<file path="config.mk">
export PLATFORM = sky130hd
export DESIGN_NAME = pwm_output_stage
export DESIGN_NICKNAME = d
export VERILOG_FILES = /design/src/shared/pwm_out_pkg.sv /design/src/shared/dead_band_if.sv /design/src/hdl/dead_band_gen.sv /design/src/hdl/pwm_base_latch.sv /design/src/hdl/pwm_output_stage.sv
export SDC_FILE = /design/constraint.sdc
export NUM_CORES = 1
export LEC_CHECK = 0
export ABC_AREA = 1
export BUFFER_PORTS_ARGS = -buffer_cell sky130_fd_sc_hd__clkbuf_2
export CAP_MARGIN = 15
export CORE_AREA = 2 2 116 141
export CTS_CLUSTER_DIAMETER = 80
export DETAILED_ROUTE_END_ITERATION = 6
export DIE_AREA = 0 0 118 143
export PLACE_DENSITY = 0.91
export SETUP_SLACK_MARGIN = 0.02
export SYNTH_ARGS = -nofsm -noshare
export SYNTH_HDL_FRONTEND = slang
export SYNTH_HIERARCHICAL = 1
export SYNTH_SLANG_ARGS = --single-unit
</file>
<file path="constraint.sdc">
create_clock -name clk -period 4.6 [get_ports clk]
set_input_delay 0.46 -clock clk [delete_from_list [all_inputs] [get_ports clk]]
set_output_delay 0.46 -clock clk [all_outputs]
set_load 0.01 [all_outputs]
</file>
<file path="src/shared/pwm_out_pkg.sv">
// constants, register map and mode list of the pwm output stage
package pwm_out_pkg;
    localparam int ADDR_W = 8;
    localparam int NUM_PINS = 6;
    localparam int DB_W = 8;
    localparam int FRAC_W = 16;
    localparam int MODE_W = 4;
    // register byte offsets
    localparam logic [7:0] OFS_CTRL = 8'h00;
    localparam logic [7:0] OFS_STEER = 8'h04;
    localparam logic [7:0] OFS_DB_RISE = 8'h08;
    localparam logic [7:0] OFS_DB_FALL = 8'h0c;
    localparam logic [7:0] OFS_FRAC = 8'h10;
    localparam logic [7:0] OFS_STATUS = 8'h14;
    // control fields
    localparam int CTRL_MODE_LSB = 0;
    localparam int CTRL_EN_BIT = 4;
    localparam int CTRL_REV_BIT = 5;
    // status fields
    localparam int ST_LATCH_BIT = 0;
    localparam int ST_PHASE_BIT = 1;
    localparam int ST_TOGGLE_BIT = 2;
    localparam int ST_CHANGE_BIT = 3;
    localparam int ST_PINS_LSB = 8;
    // reset values
    localparam logic [MODE_W-1:0] MODE_RST = 4'h0;
    localparam logic [NUM_PINS-1:0] STEER_RST = 6'h01;
    localparam logic [DB_W-1:0] DB_RST = 8'h00;
    localparam logic [FRAC_W-1:0] FRAC_RST = 16'h0000;
    // pin positions
    localparam int PIN_A = 0;
    localparam int PIN_B = 1;
    localparam int PIN_C = 2;
    localparam int PIN_D = 3;
    localparam int PIN_E = 4;
    localparam int PIN_F = 5;
    typedef enum logic [MODE_W-1:0] {
        MODE_SINGLE, MODE_COMPL, MODE_PUSH_PULL, MODE_PP_COMPL,
        MODE_PP_BRIDGE, MODE_PP_BRIDGE_COMPL, MODE_SKIP, MODE_SKIP_COMPL,
        MODE_LEGACY_BRIDGE, MODE_FIXED_DUTY, MODE_FIXED_DUTY_COMPL,
        MODE_THREE_PHASE
    } mode_t;
endpackage

</file>
<file path="src/shared/dead_band_if.sv">
// signals between the output stage and one dead-band pair generator
`timescale 1ns/1ps
interface dead_band_if;
    logic enable;
    logic drive;
    logic [pwm_out_pkg::DB_W-1:0] riseCnt;
    logic [pwm_out_pkg::DB_W-1:0] fallCnt;
    logic hi;
    logic lo;
    modport gen (input enable, drive, riseCnt, fallCnt, output hi, lo);
    modport user (output enable, drive, riseCnt, fallCnt, input hi, lo);
endinterface

</file>
<file path="src/hdl/dead_band_gen.sv">
// complementary pair with rising and falling dead band
`timescale 1ns/1ps
module dead_band_gen (
    // clock and reset
    input wire logic clk,
    input wire logic rstN,
    // pair control and outputs
    dead_band_if.gen db
);
    logic hi_q;
    logic lo_q;
    logic last_q;
    logic [pwm_out_pkg::DB_W-1:0] cnt_q;
    logic [pwm_out_pkg::DB_W-1:0] lim;
    logic [pwm_out_pkg::DB_W-1:0] offCnt_q;

    assign lim = db.drive ? db.riseCnt : db.fallCnt;
    assign db.hi = hi_q;
    assign db.lo = lo_q;

    // both off on a change, new side after lim cycles
    always_ff @(posedge clk or negedge rstN) begin
        if (!rstN) begin
            hi_q <= 1'b0;
            lo_q <= 1'b0;
            last_q <= 1'b0;
            cnt_q <= 8'h00;
        end else if (!db.enable) begin
            hi_q <= 1'b0;
            lo_q <= 1'b0;
            last_q <= 1'b0;
            cnt_q <= 8'h00;
        end else if (db.drive != last_q) begin
            // a change always restarts the gap count from one
            last_q <= db.drive;
            hi_q <= db.drive && lim == 8'h00;
            lo_q <= !db.drive && lim == 8'h00;
            cnt_q <= 8'h01;
        end else if (!(hi_q || lo_q)) begin
            hi_q <= db.drive && cnt_q >= lim;
            lo_q <= !db.drive && cnt_q >= lim;
            cnt_q <= cnt_q + 8'h01;
        end
    end

    // helper: cycles both outputs have been off
    always_ff @(posedge clk or negedge rstN) begin
        if (!rstN) begin
            offCnt_q <= 8'h00;
        end else if (hi_q || lo_q) begin
            offCnt_q <= 8'h00;
        end else if (offCnt_q != 8'hff) begin
            offCnt_q <= offCnt_q + 8'h01;
        end
    end
endmodule // dead_band_gen

</file>
<file path="src/hdl/pwm_base_latch.sv">
// base waveform latch, cycle phase, fixed-duty toggle, fractional adjust
`timescale 1ns/1ps
module pwm_base_latch (
    // clock and reset
    input wire logic clk,
    input wire logic rstN,
    // events
    input wire logic riseEvt,
    input wire logic fallEvt,
    input wire logic periodEvt,
    // fractional adjust
    input wire logic fracEn,
    input wire logic [pwm_out_pkg::FRAC_W-1:0] fracStep,
    // results
    output logic latchQ,
    output logic phaseQ,
    output logic toggleQ,
    output logic stretchQ
);
    logic [pwm_out_pkg::FRAC_W:0] fracSum;
    logic [pwm_out_pkg::FRAC_W-1:0] fracAcc_q;

    assign fracSum = {1'b0, fracAcc_q} + {1'b0, fracStep};

    // sr latch: falling wins so equal events give zero duty
    always_ff @(posedge clk or negedge rstN) begin
        if (!rstN) begin
            latchQ <= 1'b0;
        end else if (fallEvt) begin
            latchQ <= 1'b0;
        end else if (riseEvt) begin
            latchQ <= 1'b1;
        end
    end

    // even/odd cycle and fixed-duty toggle
    always_ff @(posedge clk or negedge rstN) begin
        if (!rstN) begin
            phaseQ <= 1'b0;
            toggleQ <= 1'b0;
        end else if (periodEvt) begin
            phaseQ <= !phaseQ;
            toggleQ <= !toggleQ;
        end
    end

    // accumulator overflow asks for a one-count longer period
    always_ff @(posedge clk or negedge rstN) begin
        if (!rstN) begin
            fracAcc_q <= 16'h0000;
            stretchQ <= 1'b0;
        end else begin
            stretchQ <= fracEn && periodEvt && fracSum[pwm_out_pkg::FRAC_W];
            if (fracEn && periodEvt) begin
                fracAcc_q <= fracSum[pwm_out_pkg::FRAC_W-1:0];
            end
        end
    end
endmodule // pwm_base_latch

</file>
<file path="src/hdl/pwm_output_stage.sv">
// twelve-mode pwm output stage with apb register access
`timescale 1ns/1ps
module pwm_output_stage (
    // clock and reset
    input wire logic clk,
    input wire logic arst_n,
    // apb slave
    input wire logic psel,
    input wire logic penable,
    input wire logic pwrite,
    input wire logic [pwm_out_pkg::ADDR_W-1:0] paddr,
    input wire logic [31:0] pwdata,
    output logic [31:0] prdata,
    output logic pready,
    output logic pslverr,
    // waveform events from the timing logic
    input wire logic riseEvt,
    input wire logic fallEvt,
    input wire logic periodEvt,
    // period stretch request and output pins a..f
    output logic fracStretch,
    output logic [pwm_out_pkg::NUM_PINS-1:0] pwmOut
);
    localparam int NP = pwm_out_pkg::NUM_PINS;
    localparam int NPAIR = 3;

    logic rstMeta_q;
    logic rstN;
    logic [pwm_out_pkg::MODE_W-1:0] mode_q;
    logic enable_q;
    logic reverse_q;
    logic [NP-1:0] steer_q;
    logic [pwm_out_pkg::DB_W-1:0] dbRise_q;
    logic [pwm_out_pkg::DB_W-1:0] dbFall_q;
    logic [pwm_out_pkg::FRAC_W-1:0] frac_q;
    logic [31:0] prdata_q;
    logic [NP-1:0] pins_q;
    logic [NP-1:0] pins_d;
    logic revEff_q;
    logic [pwm_out_pkg::DB_W-1:0] chgCnt_q;
    logic changing;
    logic latchQ;
    logic phaseQ;
    logic toggleQ;
    logic mapped;
    logic setup;
    logic wrAcc;
    logic fixedMode;
    logic [NPAIR-1:0] pairDrive;
    logic [NPAIR-1:0] pairEn;
    logic [NPAIR-1:0] pairHi;
    logic [NPAIR-1:0] pairLo;
    pwm_out_pkg::mode_t modeSel;

    // reset release through two flops
    always_ff @(posedge clk or negedge arst_n) begin
        if (!arst_n) begin
            rstMeta_q <= 1'b0;
            rstN <= 1'b0;
        end else begin
            rstMeta_q <= 1'b1;
            rstN <= rstMeta_q;
        end
    end

    // apb decode: zero wait states, error on unmapped words
    assign setup = psel && !penable;
    assign wrAcc = psel && penable && pwrite && mapped;
    assign pready = 1'b1;
    assign pslverr = psel && penable && !mapped;
    assign prdata = prdata_q;

    always_comb begin
        unique case (paddr)
            pwm_out_pkg::OFS_CTRL,
            pwm_out_pkg::OFS_STEER,
            pwm_out_pkg::OFS_DB_RISE,
            pwm_out_pkg::OFS_DB_FALL,
            pwm_out_pkg::OFS_FRAC: mapped = 1'b1;
            pwm_out_pkg::OFS_STATUS: mapped = !pwrite;
            default: mapped = 1'b0;
        endcase
    end

    // register writes
    always_ff @(posedge clk or negedge rstN) begin
        if (!rstN) begin
            mode_q <= pwm_out_pkg::MODE_RST;
            enable_q <= 1'b0;
            reverse_q <= 1'b0;
            steer_q <= pwm_out_pkg::STEER_RST;
            dbRise_q <= pwm_out_pkg::DB_RST;
            dbFall_q <= pwm_out_pkg::DB_RST;
            frac_q <= pwm_out_pkg::FRAC_RST;
        end else if (wrAcc) begin
            unique case (paddr)
                pwm_out_pkg::OFS_CTRL: begin
                    mode_q <= pwdata[pwm_out_pkg::CTRL_MODE_LSB +: 4];
                    enable_q <= pwdata[pwm_out_pkg::CTRL_EN_BIT];
                    reverse_q <= pwdata[pwm_out_pkg::CTRL_REV_BIT];
                end
                pwm_out_pkg::OFS_STEER: steer_q <= pwdata[NP-1:0];
                pwm_out_pkg::OFS_DB_RISE: dbRise_q <= pwdata[7:0];
                pwm_out_pkg::OFS_DB_FALL: dbFall_q <= pwdata[7:0];
                pwm_out_pkg::OFS_FRAC: frac_q <= pwdata[15:0];
                default: ;
            endcase
        end
    end

    // read data captured in the setup cycle
    always_ff @(posedge clk or negedge rstN) begin
        if (!rstN) begin
            prdata_q <= 32'h0000_0000;
        end else if (setup) begin
            prdata_q <= 32'h0000_0000;
            unique case (paddr)
                pwm_out_pkg::OFS_CTRL:
                    prdata_q[5:0] <= {reverse_q, enable_q, mode_q};
                pwm_out_pkg::OFS_STEER: prdata_q[NP-1:0] <= steer_q;
                pwm_out_pkg::OFS_DB_RISE: prdata_q[7:0] <= dbRise_q;
                pwm_out_pkg::OFS_DB_FALL: prdata_q[7:0] <= dbFall_q;
                pwm_out_pkg::OFS_FRAC: prdata_q[15:0] <= frac_q;
                pwm_out_pkg::OFS_STATUS: begin
                    prdata_q[pwm_out_pkg::ST_LATCH_BIT] <= latchQ;
                    prdata_q[pwm_out_pkg::ST_PHASE_BIT] <= phaseQ;
                    prdata_q[pwm_out_pkg::ST_TOGGLE_BIT] <= toggleQ;
                    prdata_q[pwm_out_pkg::ST_CHANGE_BIT] <= changing;
                    prdata_q[pwm_out_pkg::ST_PINS_LSB +: NP] <= pins_q;
                end
                default: ;
            endcase
        end
    end

    assign modeSel = pwm_out_pkg::mode_t'(mode_q);
    assign fixedMode = modeSel == pwm_out_pkg::MODE_FIXED_DUTY ||
        modeSel == pwm_out_pkg::MODE_FIXED_DUTY_COMPL;

    // base waveform and per-period state
    pwm_base_latch baseLatch (
        .clk(clk),
        .rstN(rstN),
        .riseEvt(riseEvt),
        .fallEvt(fallEvt),
        .periodEvt(periodEvt),
        .fracEn(enable_q && fixedMode),
        .fracStep(frac_q),
        .latchQ(latchQ),
        .phaseQ(phaseQ),
        .toggleQ(toggleQ),
        .stretchQ(fracStretch)
    );

    // legacy bridge: all off while the new direction waits out dead band
    assign changing = reverse_q != revEff_q;
    always_ff @(posedge clk or negedge rstN) begin
        if (!rstN) begin
            revEff_q <= 1'b0;
            chgCnt_q <= 8'h00;
        end else if (!changing) begin
            chgCnt_q <= 8'h00;
        end else if (chgCnt_q >= (reverse_q ? dbRise_q : dbFall_q)) begin
            revEff_q <= reverse_q;
            chgCnt_q <= 8'h00;
        end else begin
            chgCnt_q <= chgCnt_q + 8'h01;
        end
    end

    // what each dead-band pair is fed, per mode
    always_comb begin
        pairDrive = '0;
        pairEn = '0;
        if (enable_q) begin
            unique case (modeSel)
                pwm_out_pkg::MODE_COMPL: begin
                    pairDrive = {NPAIR{latchQ}};
                    pairEn = '1;
                end
                pwm_out_pkg::MODE_PP_COMPL: begin
                    pairDrive = {latchQ && phaseQ, 1'b0,
                        latchQ && !phaseQ};
                    pairEn = 3'b101;
                end
                pwm_out_pkg::MODE_PP_BRIDGE_COMPL: begin
                    pairDrive = {1'b0, latchQ && phaseQ,
                        latchQ && !phaseQ};
                    pairEn = 3'b011;
                end
                pwm_out_pkg::MODE_SKIP_COMPL: begin
                    pairDrive = {2'b00, latchQ};
                    pairEn = 3'b001;
                end
                pwm_out_pkg::MODE_FIXED_DUTY_COMPL: begin
                    pairDrive = {NPAIR{toggleQ}};
                    pairEn = '1;
                end
                default: ; // no dead-band pair in other modes
            endcase
        end
    end

    // one dead-band generator per output pair
    dead_band_if dbIf[NPAIR] ();
    for (genvar g = 0; g < NPAIR; g++) begin : gPair
        assign dbIf[g].enable = pairEn[g];
        assign dbIf[g].drive = pairDrive[g];
        assign dbIf[g].riseCnt = dbRise_q;
        assign dbIf[g].fallCnt = dbFall_q;
        assign pairHi[g] = dbIf[g].hi;
        assign pairLo[g] = dbIf[g].lo;
        dead_band_gen dbGen (
            .clk(clk),
            .rstN(rstN),
            .db(dbIf[g])
        );
    end

    // pin map per mode; unused pins stay low
    always_comb begin
        pins_d = '0;
        if (enable_q) begin
            unique case (modeSel)
                pwm_out_pkg::MODE_SINGLE:
                    pins_d = steer_q & {NP{latchQ}};
                pwm_out_pkg::MODE_COMPL: begin
                    pins_d[pwm_out_pkg::PIN_A] = pairHi[0];
                    pins_d[pwm_out_pkg::PIN_B] = pairLo[0];
                    pins_d[pwm_out_pkg::PIN_C] = pairHi[1];
                    pins_d[pwm_out_pkg::PIN_D] = pairLo[1];
                    pins_d[pwm_out_pkg::PIN_E] = pairHi[2];
                    pins_d[pwm_out_pkg::PIN_F] = pairLo[2];
                    pins_d = pins_d & steer_q;
                end
                pwm_out_pkg::MODE_PUSH_PULL: begin
                    pins_d[pwm_out_pkg::PIN_A] = latchQ && !phaseQ;
                    pins_d[pwm_out_pkg::PIN_B] = latchQ && phaseQ;
                end
                pwm_out_pkg::MODE_PP_COMPL: begin
                    pins_d[pwm_out_pkg::PIN_A] = pairHi[0];
                    pins_d[pwm_out_pkg::PIN_B] = pairLo[0];
                    pins_d[pwm_out_pkg::PIN_E] = pairHi[2];
                    pins_d[pwm_out_pkg::PIN_F] = pairLo[2];
                end
                pwm_out_pkg::MODE_PP_BRIDGE: begin
                    pins_d[pwm_out_pkg::PIN_A] = latchQ && !phaseQ;
                    pins_d[pwm_out_pkg::PIN_D] = latchQ && !phaseQ;
                    pins_d[pwm_out_pkg::PIN_B] = latchQ && phaseQ;
                    pins_d[pwm_out_pkg::PIN_C] = latchQ && phaseQ;
                end
                pwm_out_pkg::MODE_PP_BRIDGE_COMPL: begin
                    pins_d[pwm_out_pkg::PIN_A] = pairHi[0];
                    pins_d[pwm_out_pkg::PIN_D] = pairHi[0];
                    pins_d[pwm_out_pkg::PIN_B] = pairHi[1];
                    pins_d[pwm_out_pkg::PIN_C] = pairHi[1];
                    pins_d[pwm_out_pkg::PIN_E] = pairLo[0];
                    pins_d[pwm_out_pkg::PIN_F] = pairLo[1];
                end
                pwm_out_pkg::MODE_SKIP:
                    pins_d[pwm_out_pkg::PIN_A] = latchQ;
                pwm_out_pkg::MODE_SKIP_COMPL: begin
                    pins_d[pwm_out_pkg::PIN_A] = pairHi[0];
                    pins_d[pwm_out_pkg::PIN_B] = pairLo[0];
                end
                pwm_out_pkg::MODE_LEGACY_BRIDGE: begin
                    if (!changing && !revEff_q) begin
                        pins_d[pwm_out_pkg::PIN_A] = 1'b1;
                        pins_d[pwm_out_pkg::PIN_D] = latchQ;
                    end else if (!changing) begin
                        pins_d[pwm_out_pkg::PIN_C] = 1'b1;
                        pins_d[pwm_out_pkg::PIN_B] = latchQ;
                    end
                end
                pwm_out_pkg::MODE_FIXED_DUTY:
                    pins_d[pwm_out_pkg::PIN_A] = toggleQ;
                pwm_out_pkg::MODE_FIXED_DUTY_COMPL: begin
                    pins_d[pwm_out_pkg::PIN_A] = pairHi[0];
                    pins_d[pwm_out_pkg::PIN_B] = pairLo[0];
                    pins_d[pwm_out_pkg::PIN_C] = pairHi[1];
                    pins_d[pwm_out_pkg::PIN_D] = pairLo[1];
                    pins_d[pwm_out_pkg::PIN_E] = pairHi[2];
                    pins_d[pwm_out_pkg::PIN_F] = pairLo[2];
                end
                pwm_out_pkg::MODE_THREE_PHASE: begin
                    // steering index picks the high/low pair
                    unique case (steer_q[2:0])
                        3'h0: pins_d = 6'h09 & {NP{latchQ}};
                        3'h1: pins_d = 6'h21 & {NP{latchQ}};
                        3'h2: pins_d = 6'h24 & {NP{latchQ}};
                        3'h3: pins_d = 6'h06 & {NP{latchQ}};
                        3'h4: pins_d = 6'h12 & {NP{latchQ}};
                        3'h5: pins_d = 6'h18 & {NP{latchQ}};
                        default: pins_d = '0;
                    endcase
                end
                default: pins_d = '0; // codes 12..15 drive nothing
            endcase
        end
    end

    // registered pins
    always_ff @(posedge clk or negedge rstN) begin
        if (!rstN) begin
            pins_q <= '0;
        end else begin
            pins_q <= pins_d;
        end
    end
    assign pwmOut = pins_q;
endmodule // pwm_output_stage

</file>
==> results.py <==
metrics = {
    "floorplanning": {
        "die_h_um": 143,
        "core_region_area_sq_mm": 0.0155,
        "initial_core_util": 0.603,
        "io_pins": 89,
        "rows": 50,
        "die-width_um": 118,
        "die-area_sq_mm": 0.0169,
    },
    "yosys": {
        "yosysUniqueCellTypes": 46,
        "synthesis.area_sq_mm": 0.00932,
        "synthTopCellsByArea": "dfrtp_1 35%, nand2_1 17%, inv_1 7.9%, ha_1 7.3%, nor2_1 5.0%",
        "synth_common_cells": "422 x nand2_1, 196 x inv_1, 129 x dfrtp_1",
        "synth-edff-count": 0,
        "yosysMostFrequentCell": "nand2_1",
        "syn_avg_cell_area_sq_um": 6.91,
        "synth_top_area_share": 0.346,
        "synthCells": 1349,
        "postSynth.topFlopCell": "dfrtp_1",
        "synth_largest_area_cell": "dfrtp_1",
        "synthArstFlopShare": 1.00,
        "synth-seq-area-share": 0.349,
        "synth-seq-cells": 130,
        "synth_warnings": 6,
    },
    "finish": {
        "syn_to_final_growth_pct": 10.4,
        "layout-drive-gt1-share": 0.130,
        "final_util": 0.666,
        "n_antenna_cell": 0,
        "fin_nets": 1504,
    },
    "detailed_routing": {
        "avgViaCountPerCell": 5.60,
        "drc": 1,
        "first_pass_iters": 7,
        "ant_nets": 0,
        "dr_total_vias": 9076,
        "drt_iter0_markers": 862,
        "wl_per_cell_um": 15.4,
        "routed_wirelength_um": 24900,
    },
    "power": {
        "peakVddDrop_mv": 0.248,
        "cellPowerDensity_mw_per_mm2": 274,
        "leakagePower_uw": 0.00570,
    },
    "timing": {
        "fin_ws_ns": 1.38,
        "holdWs_ns": 0.172,
        "setup_violations": 0,
        "tns_ns": 0,
        "tightest_slew_ns": 0.805,
        "relSlewSlack": 0.462,
        "fin_crit_sh": 0.699,
        "clock_skew_ns": 0.00988,
        "max_freq_mhz": 311,
        "rsz0062_at_grt": "false",
        "finalHoldViolations": 0,
        "fin_crit_ns": 3.22,
        "slew_viol_final": 0,
    },
    "min_path": {
        "hold_end": "baseLatch/latchQ",
        "hold_class": "primary input to register",
        "min-delay-start": "fallEvt",
        "worstHoldPathCells": 2,
    },
    "clocking": {
        "cts_setup_buffers": 0,
        "htree_levels": 4,
        "clock_latency_ns": 0.44,
        "postCtsHoldBufs": 1,
        "clock_sinks": 130,
        "clk_pin_slew_ns": 0.06,
        "cts_tree": "yes",
        "cts_resized": 0,
        "cts_root_buf": "clkbuf_16",
        "cts_made_buffers": 17,
        "cts_max_path_buffers": 2,
    },
    "critical_path": {
        "critical_path_buf_inv_count": 3,
        "critPathTopFamily": "simple AND/OR/NAND/NOR gates",
        "crit_top_cell": "nand2_1",
        "rr_endpoint": "gPair[2].dbGen/db.lo",
        "crit_type": "register to register",
        "slowest_delay_ns": 0.48,
        "worstPathMaxFanout": 13,
        "rrSetupSlack_ns": 1.38,
        "cp-start-kind": "register",
        "rr_worst_depth": 19,
        "critical_path_arrival_ns": 3.54,
        "path_cells": "inv_1 > nand2_1 > nor2_1 > nand2_1 > nand2_1 > o21ai_0 > inv_1 > inv_2 > nand2_1 > nand2_2 > ha_1 > nand2_1 > nor2_1 > nor2_1 > nand2_1 > nand2_1 > nand2_1 > nand3_1 > nand2_1",
        "r2r-start": "modeSel[1]",
        "cp-end-kind": "register",
        "cp_slowest_cell": "dfrtp_1",
        "required_ns": 4.92,
    },
    "global_routing": {
        "antenna_found_initial": 0,
        "grt_pass1_wl_um": 41300,
        "grt_pass1_vias": 8782,
        "grt-ovfl-total": 0,
        "grt_usage": 0.308,
        "grt_max_degree": 58,
    },
    "run_status": {
        "run_status": "finished, violations left",
        "violations": "DRC",
    },
    "placement": {
        "hpwl_um": 17900,
        "place_congestion": 0.982,
        "dp_slack_ns": 1.51,
        "io_buffers": 55,
    },
    "job": {
        "drv_cap": 0,
    },
}
## layout make-up
class	count	area, sq um
fillers	1193	5170
flip-flops and latches	130	3260
clock buffers	17	425
repair buffers	61	323
well taps	208	260
inverters	213	802
clock inverters	14	205
multi-input cells	978	5010
## how the worst max path moves through the flow
stage | start | to | depth (start not counted)
6_report | modeSel[1] | gPair[2].dbGen/db.lo | 19
5_1_grt | modeSel[1] | gPair[1].dbGen/db.hi | 19
4_1_cts | modeSel[1] | gPair[2].dbGen/db.lo | 19
3_5_place_dp | modeSel[1] | gPair[2].dbGen/db.lo | 19
3_3_place_gp | modeSel[1] | gPair[2].dbGen/db.lo | 19
2_1_floorplan | rstN | baseLatch/fracAcc_q[0] | 0
## per-stage QoR
stage | instances | instance area (sq um) | total power, uW
2_1_floorplan | 1365 | 9380 | 1310
3_3_place_gp | 1589 | 9640 | 1360
3_5_place_dp | 1589 | 9640 | 1360
4_1_cts | 1621 | 10300 | 2820
5_1_grt | 1621 | 10300 | 2900
6_report | 1621 | 10300 | 2820
## layer usage
metal,routed length (um),global-route usage,part of all wire
met3,1990,0.0607,0.080
met4,1540,0.205,0.062
met5,0,0,0
met2,12200,0.538,0.49
met1,9240,0.342,0.37
## power breakdown
group	internal [uW]	leakage [uW]	switching [uW]
registers	1170	0.00177	40.7
logic	43.0	0.00362	92.6
clock network	912	0.000301	558
## cell usage in the layout, fill, tap and decap left out, drive strengths merged, types with 9 or more instances in the layout
cell and n:
nand4 29, inv 215, o21ai 71, clkbuf 72
ha 54, nor3 12, nand3 80, xor2 10
conb 18, o211ai 11, nand2 469, nor2 136
a21oi 56, xnor2 9, dfrtp 129
## cell families after synthesis
kind of cell | Yosys count | synth area share
other | 2 | 0.000806
flip-flops | 130 | 0.349
AND/OR/NAND/NOR | 738 | 0.352
buffers and inverters | 257 | 0.120
multiplexers | 1 | 0.00107
AO/OA/AOI/OAI | 147 | 0.0846
XOR/XNOR | 19 | 0.0179
adder cells (fa/ha/maj) | 55 | 0.0747
## registers in the layout, indices dropped and copies added (netlist names), 3 cells and up
name / flops
gPair.dbGen/cnt_q: 24
baseLatch/fracAcc_q: 16
frac_q: 16
prdata: 16
chgCnt_q: 8
dbFall_q: 8
dbIf.riseCnt: 8
pwmOut: 6
steer_q: 6
modeSel: 4
gPair.dbGen/db.hi: 3
gPair.dbGen/db.lo: 3
gPair.dbGen/last_q: 3
## worst register-to-register path, delay by kind of cell, from the launching register on
kind | cells | cell delay [ns]
AND/OR/NAND/NOR | 14 | 1.42
buffers and inverters | 3 | 0.71
flip-flops | 1 | 0.48
adder cells (fa/ha/maj) | 1 | 0.29
AO/OA/AOI/OAI | 1 | 0.19
No activity file was read; power rests on OpenSTA's default activity.
